<file path="src/design/sfc_pkg.sv">
// Shared constants of the self-programming flash controller
package sfc_pkg;

    // ------------------------------------------------------------
    // Geometry
    // ------------------------------------------------------------
    localparam int unsigned ROW_WORDS   = 64;   // Instructions per row
    localparam int unsigned ROW_BYTES   = 192;  // Bytes per row
    localparam int unsigned PAGE_WORDS  = 512;  // Instructions per erase page
    localparam int unsigned PAGE_BYTES  = 1536; // Bytes per erase page
    localparam int unsigned ADDR_W      = 24;
    localparam int unsigned WORD_W      = 24;
    localparam int unsigned IDX_W       = 6;
    localparam logic [ADDR_W-1:0] ROW_MASK  = 24'h00007f; // Two address units per instruction
    localparam logic [ADDR_W-1:0] PAGE_MASK = 24'h0003ff;

    // ------------------------------------------------------------
    // Special-function register selects
    // ------------------------------------------------------------
    localparam logic [1:0] SEL_CTRL = 2'h0;   // flash_operation_control
    localparam logic [1:0] SEL_KEY  = 2'h1;   // unlock_key_register
    localparam logic [1:0] SEL_PAGE = 2'h2;   // table_page_register

    // ------------------------------------------------------------
    // Control register layout and values
    // ------------------------------------------------------------
    localparam int unsigned CTL_START = 15;
    localparam int unsigned CTL_WRITE_ENABLE_BIT  = 14;
    localparam int unsigned CTL_ERR   = 13;
    localparam int unsigned CTL_ERASE = 6;
    localparam int unsigned CTL_OP_HI = 3;
    localparam logic [15:0] CTL_RESET = 16'h0000;
    localparam logic [3:0]  OP_ROW    = 4'h1;
    localparam logic [3:0]  OP_ERASE  = 4'h2;
    localparam logic [3:0]  OP_WORD   = 4'h3;
    localparam logic [7:0]  KEY_FIRST = 8'h55;
    localparam logic [7:0]  KEY_SECOND = 8'haa;

    // ------------------------------------------------------------
    // Sequencer states
    // ------------------------------------------------------------
    typedef enum logic [5:0] {
        ST_IDLE  = 6'b000001,
        ST_RDREQ = 6'b000010,
        ST_RDCAP = 6'b000100,
        ST_LOAD  = 6'b001000,
        ST_XFER  = 6'b010000,
        ST_WAIT  = 6'b100000
    } sfc_state_e;

    // Unlock progress
    typedef enum logic [2:0] {
        UK_NONE  = 3'b001,
        UK_FIRST = 3'b010,
        UK_BOTH  = 3'b100
    } sfc_key_e;

endpackage

</file>
<file path="src/design/sfc_latch_mem.sv">
// Write latch memory holding one row of program words
`timescale 1ns/1ps
module sfc_latch_mem #(
    parameter int unsigned DEPTH = 64,
    parameter int unsigned WIDTH = 24,
    parameter int unsigned AW    = 6
) (
    // Clock
    input  wire logic             clk_i,
    // Write port with byte enables
    input  wire logic             we_i,
    input  wire logic [2:0]       be_i,
    input  wire logic [AW-1:0]    waddr_i,
    input  wire logic [WIDTH-1:0] wdata_i,
    // Registered read port
    input  wire logic [AW-1:0]    raddr_i,
    output logic      [WIDTH-1:0] rdata_o
);

    // ------------------------------------------------------------
    // Per-byte storage
    // ------------------------------------------------------------
    // Each lane owns its array and read register, so one process drives each
    genvar b;
    generate
        for (b = 0; b < WIDTH / 8; b++) begin : g_byte
            logic [7:0] mem [DEPTH];
            logic [7:0] rd_r;
            always_ff @(posedge clk_i) begin
                if (we_i && be_i[b]) begin
                    mem[waddr_i] <= wdata_i[b*8 +: 8];
                end
                rd_r <= mem[raddr_i];
            end
            // Read data out of a register
            assign rdata_o[b*8 +: 8] = rd_r;
        end
    endgenerate

endmodule

</file>
<file path="src/design/sfc_flash_ctrl.sv">
// Run-time self-programming flash controller top level
`timescale 1ns/1ps
module sfc_flash_ctrl
    import sfc_pkg::*;
(
    // Clock and reset
    input  wire logic                      REF_CLK_I,
    input  wire logic                      RST_N_I,
    // Special-function register writes and read-back
    input  wire logic                      SFR_WE_I,
    input  wire logic [1:0]                SFR_SEL_I,
    input  wire logic [15:0]               SFR_WDATA_I,
    output logic      [15:0]               CTRL_RDATA_O,
    output logic      [7:0]                PAGE_RDATA_O,
    // Table access from the core
    input  wire logic                      TBL_REQ_I,
    input  wire logic                      TBL_WRITE_I,
    input  wire logic                      TBL_HIGH_I,
    input  wire logic                      TBL_BYTE_I,
    input  wire logic [15:0]               TBL_EA_I,
    input  wire logic [15:0]               TBL_WDATA_I,
    output logic      [15:0]               TBL_RDATA_O,
    output logic                           TBL_ACK_O,
    output logic                           CPU_STALL_O,
    // Flash array side
    output logic      [sfc_pkg::ADDR_W-1:0] FL_ADDR_O,
    output logic                           FL_RD_O,
    input  wire logic [sfc_pkg::WORD_W-1:0] FL_RDATA_I,
    output logic                           FL_WSTB_O,
    output logic      [sfc_pkg::WORD_W-1:0] FL_WDATA_O,
    output logic                           FL_ERASE_O,
    output logic                           FL_PROG_O,
    input  wire logic                      FL_DONE_I
);

    import sfc_pkg::*;

    // ------------------------------------------------------------
    // State
    // ------------------------------------------------------------
    sfc_state_e             state_r, state_nxt;
    sfc_key_e               key_r, key_nxt;
    logic [15:0]            ctrl_r, ctrl_nxt;
    logic [7:0]             page_r, page_nxt;
    logic [ADDR_W-1:0]      base_r, base_nxt;
    logic [IDX_W-1:0]       idx_r, idx_nxt;
    logic                   last_r, last_nxt;
    logic [15:0]            rdata_r, rdata_nxt;
    logic                   ack_r, ack_nxt;
    logic                   stall_r, stall_nxt;
    logic [ADDR_W-1:0]      faddr_r, faddr_nxt;
    logic                   frd_r, frd_nxt;
    logic                   fwstb_r, fwstb_nxt;
    logic                   ferase_r, ferase_nxt;
    logic                   fprog_r, fprog_nxt;
    logic                   rd_high_r, rd_high_nxt;
    logic                   rd_odd_r, rd_odd_nxt;
    logic                   rd_byte_r, rd_byte_nxt;

    // Latch memory ports
    logic                   lm_we;
    logic [2:0]             lm_be;
    logic [WORD_W-1:0]      lm_wdata;
    logic [IDX_W-1:0]       lm_raddr;
    logic [WORD_W-1:0]      lm_rdata;

    // Decode helpers
    logic [ADDR_W-1:0]      tbl_addr;
    logic                   any_access;
    logic                   start_req;
    logic                   op_erase;
    logic                   op_row;
    logic                   op_word;

    // ------------------------------------------------------------
    // Address and request decode
    // ------------------------------------------------------------
    // page joined with effective address
    assign tbl_addr   = {page_r, TBL_EA_I};
    assign any_access = SFR_WE_I || TBL_REQ_I;
    assign start_req  = SFR_WE_I && (SFR_SEL_I == SEL_CTRL) && SFR_WDATA_I[CTL_START];
    assign op_erase   = (SFR_WDATA_I[CTL_OP_HI:0] == OP_ERASE) && SFR_WDATA_I[CTL_ERASE];
    assign op_row     = (SFR_WDATA_I[CTL_OP_HI:0] == OP_ROW) && !SFR_WDATA_I[CTL_ERASE];
    assign op_word    = (SFR_WDATA_I[CTL_OP_HI:0] == OP_WORD) && !SFR_WDATA_I[CTL_ERASE];

    // Latch write lanes
    // high lane, low word or low byte lanes
    always_comb begin
        lm_wdata = '0;
        lm_be    = 3'h0;
        if (TBL_HIGH_I) begin
            lm_wdata = {TBL_WDATA_I[7:0], 16'h0000};
            lm_be    = (TBL_BYTE_I && TBL_EA_I[0]) ? 3'h0 : 3'h4;
        end else if (!TBL_BYTE_I) begin
            lm_wdata = {8'h00, TBL_WDATA_I};
            lm_be    = 3'h3;
        end else begin
            lm_wdata = {8'h00, TBL_WDATA_I[7:0], TBL_WDATA_I[7:0]};
            lm_be    = TBL_EA_I[0] ? 3'h2 : 3'h1;
        end
    end

    // table writes fill the latches, ignored while busy
    // no latch update during a cycle
    assign lm_we = (state_r == ST_IDLE) && TBL_REQ_I && TBL_WRITE_I;

    // Latch memory, word index from even instruction addresses
    sfc_latch_mem #(
        .DEPTH (ROW_WORDS),
        .WIDTH (WORD_W),
        .AW    (IDX_W)
    ) u_latch (
        .clk_i   (REF_CLK_I),
        .we_i    (lm_we),
        .be_i    (lm_be),
        .waddr_i (TBL_EA_I[IDX_W:1]),
        .wdata_i (lm_wdata),
        .raddr_i (lm_raddr),
        .rdata_o (lm_rdata)
    );
    assign lm_raddr = idx_r;

    // ------------------------------------------------------------
    // Next-state logic of the sequencer and registers
    // ------------------------------------------------------------
    always_comb begin
        state_nxt   = state_r;
        key_nxt     = key_r;
        ctrl_nxt    = ctrl_r;
        page_nxt    = page_r;
        base_nxt    = base_r;
        idx_nxt     = idx_r;
        last_nxt    = last_r;
        rdata_nxt   = rdata_r;
        ack_nxt     = 1'b0;
        stall_nxt   = stall_r;
        faddr_nxt   = faddr_r;
        frd_nxt     = 1'b0;
        fwstb_nxt   = 1'b0;
        ferase_nxt  = ferase_r;
        fprog_nxt   = fprog_r;
        rd_high_nxt = rd_high_r;
        rd_odd_nxt  = rd_odd_r;
        rd_byte_nxt = rd_byte_r;

        // any access other than the expected one drops the unlock
        if (any_access) begin
            key_nxt = UK_NONE;
        end
        if (SFR_WE_I && (SFR_SEL_I == SEL_KEY) && (state_r == ST_IDLE)) begin
            if (SFR_WDATA_I[7:0] == KEY_FIRST) begin
                key_nxt = UK_FIRST;
            end else if ((SFR_WDATA_I[7:0] == KEY_SECOND) && (key_r == UK_FIRST)) begin
                key_nxt = UK_BOTH;
            end
        end

        case (state_r)
            ST_IDLE: begin
                // Plain register writes
                if (SFR_WE_I && (SFR_SEL_I == SEL_PAGE)) begin
                    page_nxt = SFR_WDATA_I[7:0];
                end
                if (SFR_WE_I && (SFR_SEL_I == SEL_CTRL) && !start_req) begin
                    ctrl_nxt[CTL_WRITE_ENABLE_BIT]       = SFR_WDATA_I[CTL_WRITE_ENABLE_BIT];
                    ctrl_nxt[CTL_ERR]        = SFR_WDATA_I[CTL_ERR] & ctrl_r[CTL_ERR];
                    ctrl_nxt[CTL_ERASE]      = SFR_WDATA_I[CTL_ERASE];
                    ctrl_nxt[CTL_OP_HI:0]    = SFR_WDATA_I[CTL_OP_HI:0];
                end
                // start only when armed and enabled
                if (start_req) begin
                    ctrl_nxt[CTL_WRITE_ENABLE_BIT]    = SFR_WDATA_I[CTL_WRITE_ENABLE_BIT];
                    ctrl_nxt[CTL_ERASE]   = SFR_WDATA_I[CTL_ERASE];
                    ctrl_nxt[CTL_OP_HI:0] = SFR_WDATA_I[CTL_OP_HI:0];
                    if ((key_r == UK_BOTH) && SFR_WDATA_I[CTL_WRITE_ENABLE_BIT]) begin
                        if (op_erase) begin
                            ctrl_nxt[CTL_START] = 1'b1;
                            ctrl_nxt[CTL_ERR]   = 1'b0;
                            stall_nxt           = 1'b1;
                            faddr_nxt           = base_r & ~PAGE_MASK;
                            ferase_nxt          = 1'b1;
                            fprog_nxt           = 1'b1;
                            state_nxt           = ST_WAIT;
                        end else if (op_row || op_word) begin
                            // row streams all latches, word streams one
                            ctrl_nxt[CTL_START] = 1'b1;
                            ctrl_nxt[CTL_ERR]   = 1'b0;
                            stall_nxt           = 1'b1;
                            idx_nxt             = op_word ? base_r[IDX_W:1] : '0;
                            last_nxt            = op_word;
                            state_nxt           = ST_LOAD;
                        end else begin
                            ctrl_nxt[CTL_ERR] = 1'b1;
                        end
                    end
                end
                // Table requests
                if (TBL_REQ_I) begin
                    if (TBL_WRITE_I) begin
                        // last written address is the operation base
                        base_nxt = tbl_addr;
                        ack_nxt  = 1'b1;
                    end else begin
                        faddr_nxt   = {tbl_addr[ADDR_W-1:1], 1'b0};
                        frd_nxt     = 1'b1;
                        rd_high_nxt = TBL_HIGH_I;
                        rd_odd_nxt  = TBL_EA_I[0];
                        rd_byte_nxt = TBL_BYTE_I;
                        state_nxt   = ST_RDREQ;
                    end
                end
            end
            ST_RDREQ: begin
                state_nxt = ST_RDCAP;
            end
            ST_RDCAP: begin
                if (rd_high_r) begin
                    rdata_nxt = (rd_byte_r && rd_odd_r) ? 16'h0000 : {8'h00, FL_RDATA_I[23:16]};
                end else if (!rd_byte_r) begin
                    rdata_nxt = FL_RDATA_I[15:0];
                end else begin
                    rdata_nxt = rd_odd_r ? {8'h00, FL_RDATA_I[15:8]} : {8'h00, FL_RDATA_I[7:0]};
                end
                ack_nxt   = 1'b1;
                state_nxt = ST_IDLE;
            end
            ST_LOAD: begin
                // Latch read issued, data valid next cycle
                state_nxt = ST_XFER;
            end
            ST_XFER: begin
                // move one latch word into the array
                fwstb_nxt = 1'b1;
                faddr_nxt = (base_r & ~ROW_MASK) | {{(ADDR_W-IDX_W-1){1'b0}}, idx_r, 1'b0};
                if (last_r || (idx_r == IDX_W'(ROW_WORDS - 1))) begin
                    fprog_nxt = 1'b1;
                    state_nxt = ST_WAIT;
                end else begin
                    idx_nxt   = idx_r + 1'b1;
                    state_nxt = ST_LOAD;
                end
            end
            ST_WAIT: begin
                if (FL_DONE_I && !fwstb_r) begin
                    ctrl_nxt[CTL_START] = 1'b0;
                    stall_nxt           = 1'b0;
                    fprog_nxt           = 1'b0;
                    ferase_nxt          = 1'b0;
                    state_nxt           = ST_IDLE;
                end
            end
            default: begin
                state_nxt = ST_IDLE;
            end
        endcase
    end

    // ------------------------------------------------------------
    // Registers
    // ------------------------------------------------------------
    always_ff @(posedge REF_CLK_I) begin
        if (!RST_N_I) begin
            state_r   <= ST_IDLE;
            key_r     <= UK_NONE;
            ctrl_r    <= CTL_RESET;
            page_r    <= '0;
            base_r    <= '0;
            idx_r     <= '0;
            last_r    <= 1'b0;
            rdata_r   <= '0;
            ack_r     <= 1'b0;
            stall_r   <= 1'b0;
            faddr_r   <= '0;
            frd_r     <= 1'b0;
            fwstb_r   <= 1'b0;
            ferase_r  <= 1'b0;
            fprog_r   <= 1'b0;
            rd_high_r <= 1'b0;
            rd_odd_r  <= 1'b0;
            rd_byte_r <= 1'b0;
        end else begin
            state_r   <= state_nxt;
            key_r     <= key_nxt;
            ctrl_r    <= ctrl_nxt;
            page_r    <= page_nxt;
            base_r    <= base_nxt;
            idx_r     <= idx_nxt;
            last_r    <= last_nxt;
            rdata_r   <= rdata_nxt;
            ack_r     <= ack_nxt;
            stall_r   <= stall_nxt;
            faddr_r   <= faddr_nxt;
            frd_r     <= frd_nxt;
            fwstb_r   <= fwstb_nxt;
            ferase_r  <= ferase_nxt;
            fprog_r   <= fprog_nxt;
            rd_high_r <= rd_high_nxt;
            rd_odd_r  <= rd_odd_nxt;
            rd_byte_r <= rd_byte_nxt;
        end
    end

    // ------------------------------------------------------------
    // Outputs, all from flip-flops
    // ------------------------------------------------------------
    assign CTRL_RDATA_O = ctrl_r;
    assign PAGE_RDATA_O = page_r;
    assign TBL_RDATA_O  = rdata_r;
    assign TBL_ACK_O    = ack_r;
    assign CPU_STALL_O  = stall_r;
    assign FL_ADDR_O    = faddr_r;
    assign FL_RD_O      = frd_r;
    assign FL_WSTB_O    = fwstb_r;
    assign FL_WDATA_O   = lm_rdata;
    assign FL_ERASE_O   = ferase_r;
    assign FL_PROG_O    = fprog_r;

endmodule

</file>
<file path="config.mk">
export PLATFORM = sky130hd
export DESIGN_NAME = sfc_flash_ctrl
export DESIGN_NICKNAME = d
export VERILOG_FILES = /design/src/design/sfc_pkg.sv /design/src/design/sfc_latch_mem.sv /design/src/design/sfc_flash_ctrl.sv
export SDC_FILE = /design/constraint.sdc
export NUM_CORES = 2
export LEC_CHECK = 0
export BUFFER_PORTS_ARGS = -buffer_cell sky130_fd_sc_hd__buf_2
export CAP_MARGIN = 20
export CORE_ASPECT_RATIO = 1.5
export CORE_UTILIZATION = 55
export CTS_CLUSTER_SIZE = 40
export DETAILED_ROUTE_END_ITERATION = 8
export GPL_ROUTABILITY_DRIVEN = 0
export PLACE_DENSITY = 0.68
export SETUP_SLACK_MARGIN = 0.3
export SLEW_MARGIN = 20
export SYNTH_ARGS = -nofsm -noshare
export SYNTH_HDL_FRONTEND = slang
export SYNTH_SLANG_ARGS = --single-unit
</file>
<file path="constraint.sdc">
create_clock -name REF_CLK_I -period 3.4 [get_ports REF_CLK_I]
set_input_delay 0.17 -clock REF_CLK_I [delete_from_list [all_inputs] [get_ports REF_CLK_I]]
set_output_delay 0.17 -clock REF_CLK_I [all_outputs]
set_load 0.02 [all_outputs]
</file>
==> impl_metrics.xml <==
<?xml version="1.0" encoding="UTF-8"?>
<metrics>
  <group name="cells_and_area">
    <metric name="area.growth.synth_to_final" unit="%">15.8</metric>
    <metric name="final_layout_size_suffix_gt1_share" unit="%">27.9</metric>
    <metric name="fillCellCount" unit="">7790</metric>
    <metric name="design_area" unit="sq um">74900</metric>
    <metric name="fin_nets" unit="">4022</metric>
  </group>
  <group name="clock_tree">
    <metric name="tritoncts.num_buffers" unit="">149</metric>
    <metric name="number_of_h_tree_levels" unit="">4</metric>
    <metric name="clock_sink_count" unit="">1664</metric>
    <metric name="clk_lat_worst_skew" unit="ps">800</metric>
    <metric name="tritoncts" unit="">built</metric>
    <metric name="clk_root_buffer_cell" unit="">clkbuf_16</metric>
    <metric name="clk_pin_slew_worst_paths" unit="ps">60</metric>
    <metric name="cts_buffer_depth" unit="">3</metric>
  </group>
  <group name="synth">
    <metric name="synth_seq_area_share" unit="%">75.3</metric>
    <metric name="synth_fa_ha_area_share" unit="%">0.0194</metric>
    <metric name="synth-compound-area-share" unit="%">4.39</metric>
    <metric name="synth.cells.most_frequent" unit="">edfxtp_1 (1,536), mux4_2 (318), nor2_1 (252)</metric>
    <metric name="synth.mux.area_fraction" unit="%">14.1</metric>
    <metric name="synth_top_area_cell" unit="">edfxtp_1</metric>
    <metric name="synth_simple_gate_area_share" unit="%">4.39</metric>
    <metric name="number_of_flops_mapped_to_enable_cells_by_yosys" unit="">1536</metric>
    <metric name="async_reset_ff_share" unit="%">0</metric>
    <metric name="synthesized_netlist_cell_count" unit="">3437</metric>
    <metric name="synthMostInstantiatedCell" unit="">edfxtp_1</metric>
    <metric name="synth.yosys.warnings" unit="">0</metric>
    <metric name="synth.avg_cell_area" unit="sq um">18.8</metric>
    <metric name="synth_top_family_by_area" unit="">multiplexers</metric>
    <metric name="netlist_area" unit="sq um">64700</metric>
    <metric name="synthTopCellsByArea" unit="">edfxtp_1 (71%), mux4_2 (11%), dfxtp_1 (4.0%)</metric>
    <metric name="synth.lib_cells_used.distinct" unit="">69</metric>
    <metric name="synth_top_area_share" unit="%">71.3</metric>
    <metric name="synth_xor_area_share" unit="%">0.0135</metric>
    <metric name="yosys_register_bits" unit="">1664</metric>
    <metric name="ys.flop_type" unit="">edfxtp_1</metric>
  </group>
  <group name="global_routing">
    <metric name="globalRoute.totalOverflow" unit="">0</metric>
    <metric name="first_global_vias" unit="">35980</metric>
    <metric name="wire_length_of_the_first_global_routing_pass" unit="microns">241000</metric>
    <metric name="grt_max_degree" unit="">65</metric>
    <metric name="grt_util_all_layers" unit="%">28.7</metric>
    <metric name="antenna_found_initial" unit="">8</metric>
  </group>
  <group name="timing">
    <metric name="rsz0062_at_grt" unit="">false</metric>
    <metric name="finalHoldViolCount" unit="">0</metric>
    <metric name="tns" unit="ps">0</metric>
    <metric name="finalClockSkew" unit="ps">28.4</metric>
    <metric name="layout_worst_path_cycle_share" unit="%">89.6</metric>
    <metric name="period_needed" unit="ps">3050</metric>
    <metric name="max-slew-margin-rel" unit="%">28.3</metric>
    <metric name="max_freq" unit="MHz">328</metric>
    <metric name="worst-slew-pin-transition" unit="ps">1070</metric>
    <metric name="final-setup-viol-count" unit="">0</metric>
    <metric name="maxSlewViolCount" unit="">0</metric>
  </group>
  <group name="setup_path">
    <metric name="worstPathMaxFanout" unit="">15</metric>
    <metric name="timing.critical_path.arrival" unit="ps">3690</metric>
    <metric name="end_kind" unit="">register</metric>
    <metric name="worstSetupStartpointType" unit="">register</metric>
    <metric name="crit_type" unit="">register to register</metric>
    <metric name="required" unit="ps">4050</metric>
  </group>
  <group name="pwr">
    <metric name="power_frac_comb" unit="%">5.8</metric>
    <metric name="power_density" unit="nW/um^2">557</metric>
    <metric name="power_switching" unit="uW">9080</metric>
    <metric name="clkPwrFrac" unit="%">40.1</metric>
    <metric name="max-vdd-ir-drop" unit="V">0.000472</metric>
    <metric name="p_sw_share" unit="%">21.8</metric>
    <metric name="cellInternalPower" unit="uW">32600</metric>
    <metric name="power.leakage" unit="uW">0.0241</metric>
    <metric name="power_frac_seq" unit="%">54.1</metric>
  </group>
  <group name="die">
    <metric name="floorplan.core_area" unit="sq um">116000</metric>
    <metric name="initial_core_util" unit="%">55.6</metric>
    <metric name="fp.dieArea" unit="sq um">119000</metric>
    <metric name="die_h" unit="microns">422</metric>
    <metric name="design.portCount" unit="">176</metric>
    <metric name="rows" unit="">153</metric>
    <metric name="die_w" unit="microns">282</metric>
  </group>
  <group name="run">
    <metric name="drv.max_cap_violation_count" unit="">0</metric>
  </group>
  <group name="placed_design">
    <metric name="place.port_buffers" unit="">162</metric>
    <metric name="placement.cell_area" unit="sq um">69300</metric>
    <metric name="place.detailed.hpwl" unit="microns">112000</metric>
  </group>
  <group name="route">
    <metric name="detail_route.vias_per_cell" unit="">6.28</metric>
    <metric name="drt_pass1_iterations" unit="">6</metric>
    <metric name="dr.first_iter.drc_count" unit="">4104</metric>
    <metric name="drt_drc_violations_left" unit="">0</metric>
    <metric name="aggregate_routed_wire_length" unit="microns">168000</metric>
    <metric name="wire_per_inst" unit="microns">30.0</metric>
    <metric name="ant_nets" unit="">0</metric>
    <metric name="route.vias.total" unit="">35269</metric>
  </group>
  <group name="status">
    <metric name="result_of_the_run" unit="">finished, final reports clean</metric>
  </group>
  <group name="min_path">
    <metric name="timing.hold.worst.class" unit="">input port to register</metric>
  </group>
</metrics>
==> stage by stage <==
stage               hold WS [ps]  std cells  setup WS, ps  utilization [%]  total power [uW]
floorplan                    306       3444           679                -             24400
global placement             413       5265           299             59.7             25300
detailed placement           418       5266           281             59.7             25300
CTS                          117       5612           335             64.4             41900
global route                 173       5616           351             64.5             42700
finish                       181       5617           352             64.5             41700
==> sequential cells by signal (all words and copies together), names as in the netlist, 3 cells and up <==
signal,flops
CTRL_RDATA_O,8
FL_ADDR_O,24
PAGE_RDATA_O,8
TBL_RDATA_O,16
base_r,23
idx_r,6
key_r,3
state_r,6
u_latch.g_byte.mem,1536
u_latch.g_byte.rd_r,24
==> worst max-delay path: stages, from the launching register on <==
cell	delay [ps]
dfxtp_2	730
buf_4	380
nand2b_1	770
o21ai_0	500
or3_1	520
==> routing by layer <==
layer,GRT usage [%],routed length [microns]
met1,34.7,58900
met2,48.9,87200
met3,5.36,12800
met4,14.9,9370
met5,0,27
==> repair_timing <==
| item | 4_1_cts | 5_1_grt |
|---|---|---|
| buffers inserted | 0 | 1 |
| setup endpoints to repair | 0 | 5 |
| resized for setup | 0 | 1 |
| endpoints found under the hold margin | 180 | 0 |
| hold buffers | 71 | 0 |
==> worst paths after layout <==
check	startpoint	to	slack, ps	cells after the start
worst max register to register	idx_r[3]	u_latch.g_byte[2].rd_r[7]	350	4
worst min-delay path	TBL_EA_I[11]	base_r[11]	180	4
worst max-delay path	idx_r[3]	u_latch.g_byte[2].rd_r[7]	350	4
worst min register to register	FL_ADDR_O[0]	FL_ADDR_O[0]	430	2
==> cell usage in the layout, fill, tap and decap left out, drive strengths merged, types with 6 or more instances in the layout <==
master / count
o221ai: 19
nand2b: 6
nor3b: 9
and3b: 6
nand3: 43
a311oi: 9
nor4: 6
mux2: 12
o22ai: 66
inv: 14
dfxtp: 128
o211ai: 14
a211oi: 51
a21oi: 73
bufinv: 11
clkinv: 61
dlygate4sd3: 71
a221oi: 7
conb: 8
mux2i: 180
or3: 19
o2111ai: 18
clkinvlp: 12
a221o: 7
nor2: 253
a22oi: 27
o21a: 15
mux4: 318
o21ai: 30
nand3b: 10
o221a: 21
nand2: 181
nor3: 41
buf: 505
nor2b: 22
clkbuf: 183
a22o: 18
edfxtp: 1536
and2: 10
==> cell families after synthesis <==
family	Yosys count
AOI/OAI and AO/OA	393
adders and majority gates	1
buffers and inverters	238
other	1
xor gates and xnor gates	1
and+or+nand+nor	629
DFF	1664
muxes	510
==> power groups by stage <==
| stage | clock, uW | sequential, uW | combinational, uW |
|---|---|---|---|
| floorplan | 0 | 23000 | 1370 |
| global placement | 0 | 23000 | 2270 |
| detailed placement | 0 | 23000 | 2330 |
| CTS | 16900 | 22600 | 2390 |
| global route | 17600 | 22600 | 2540 |
| finish | 16700 | 22600 | 2410 |
==> area by class of cell <==
type	count	area [sq um]	area share [%]
flip-flops and latches	1664	48700	65.0
multi-input cells	1542	15000	20.0
repair buffers	576	4440	5.92
clock buffers	183	3990	5.33
well taps	1550	1940	2.59
clock inverters	92	823	1.10
inverters	6	22.5	0.0301
diodes	4	10.0	0.0134
No activity file was read; power rests on OpenSTA's default activity.
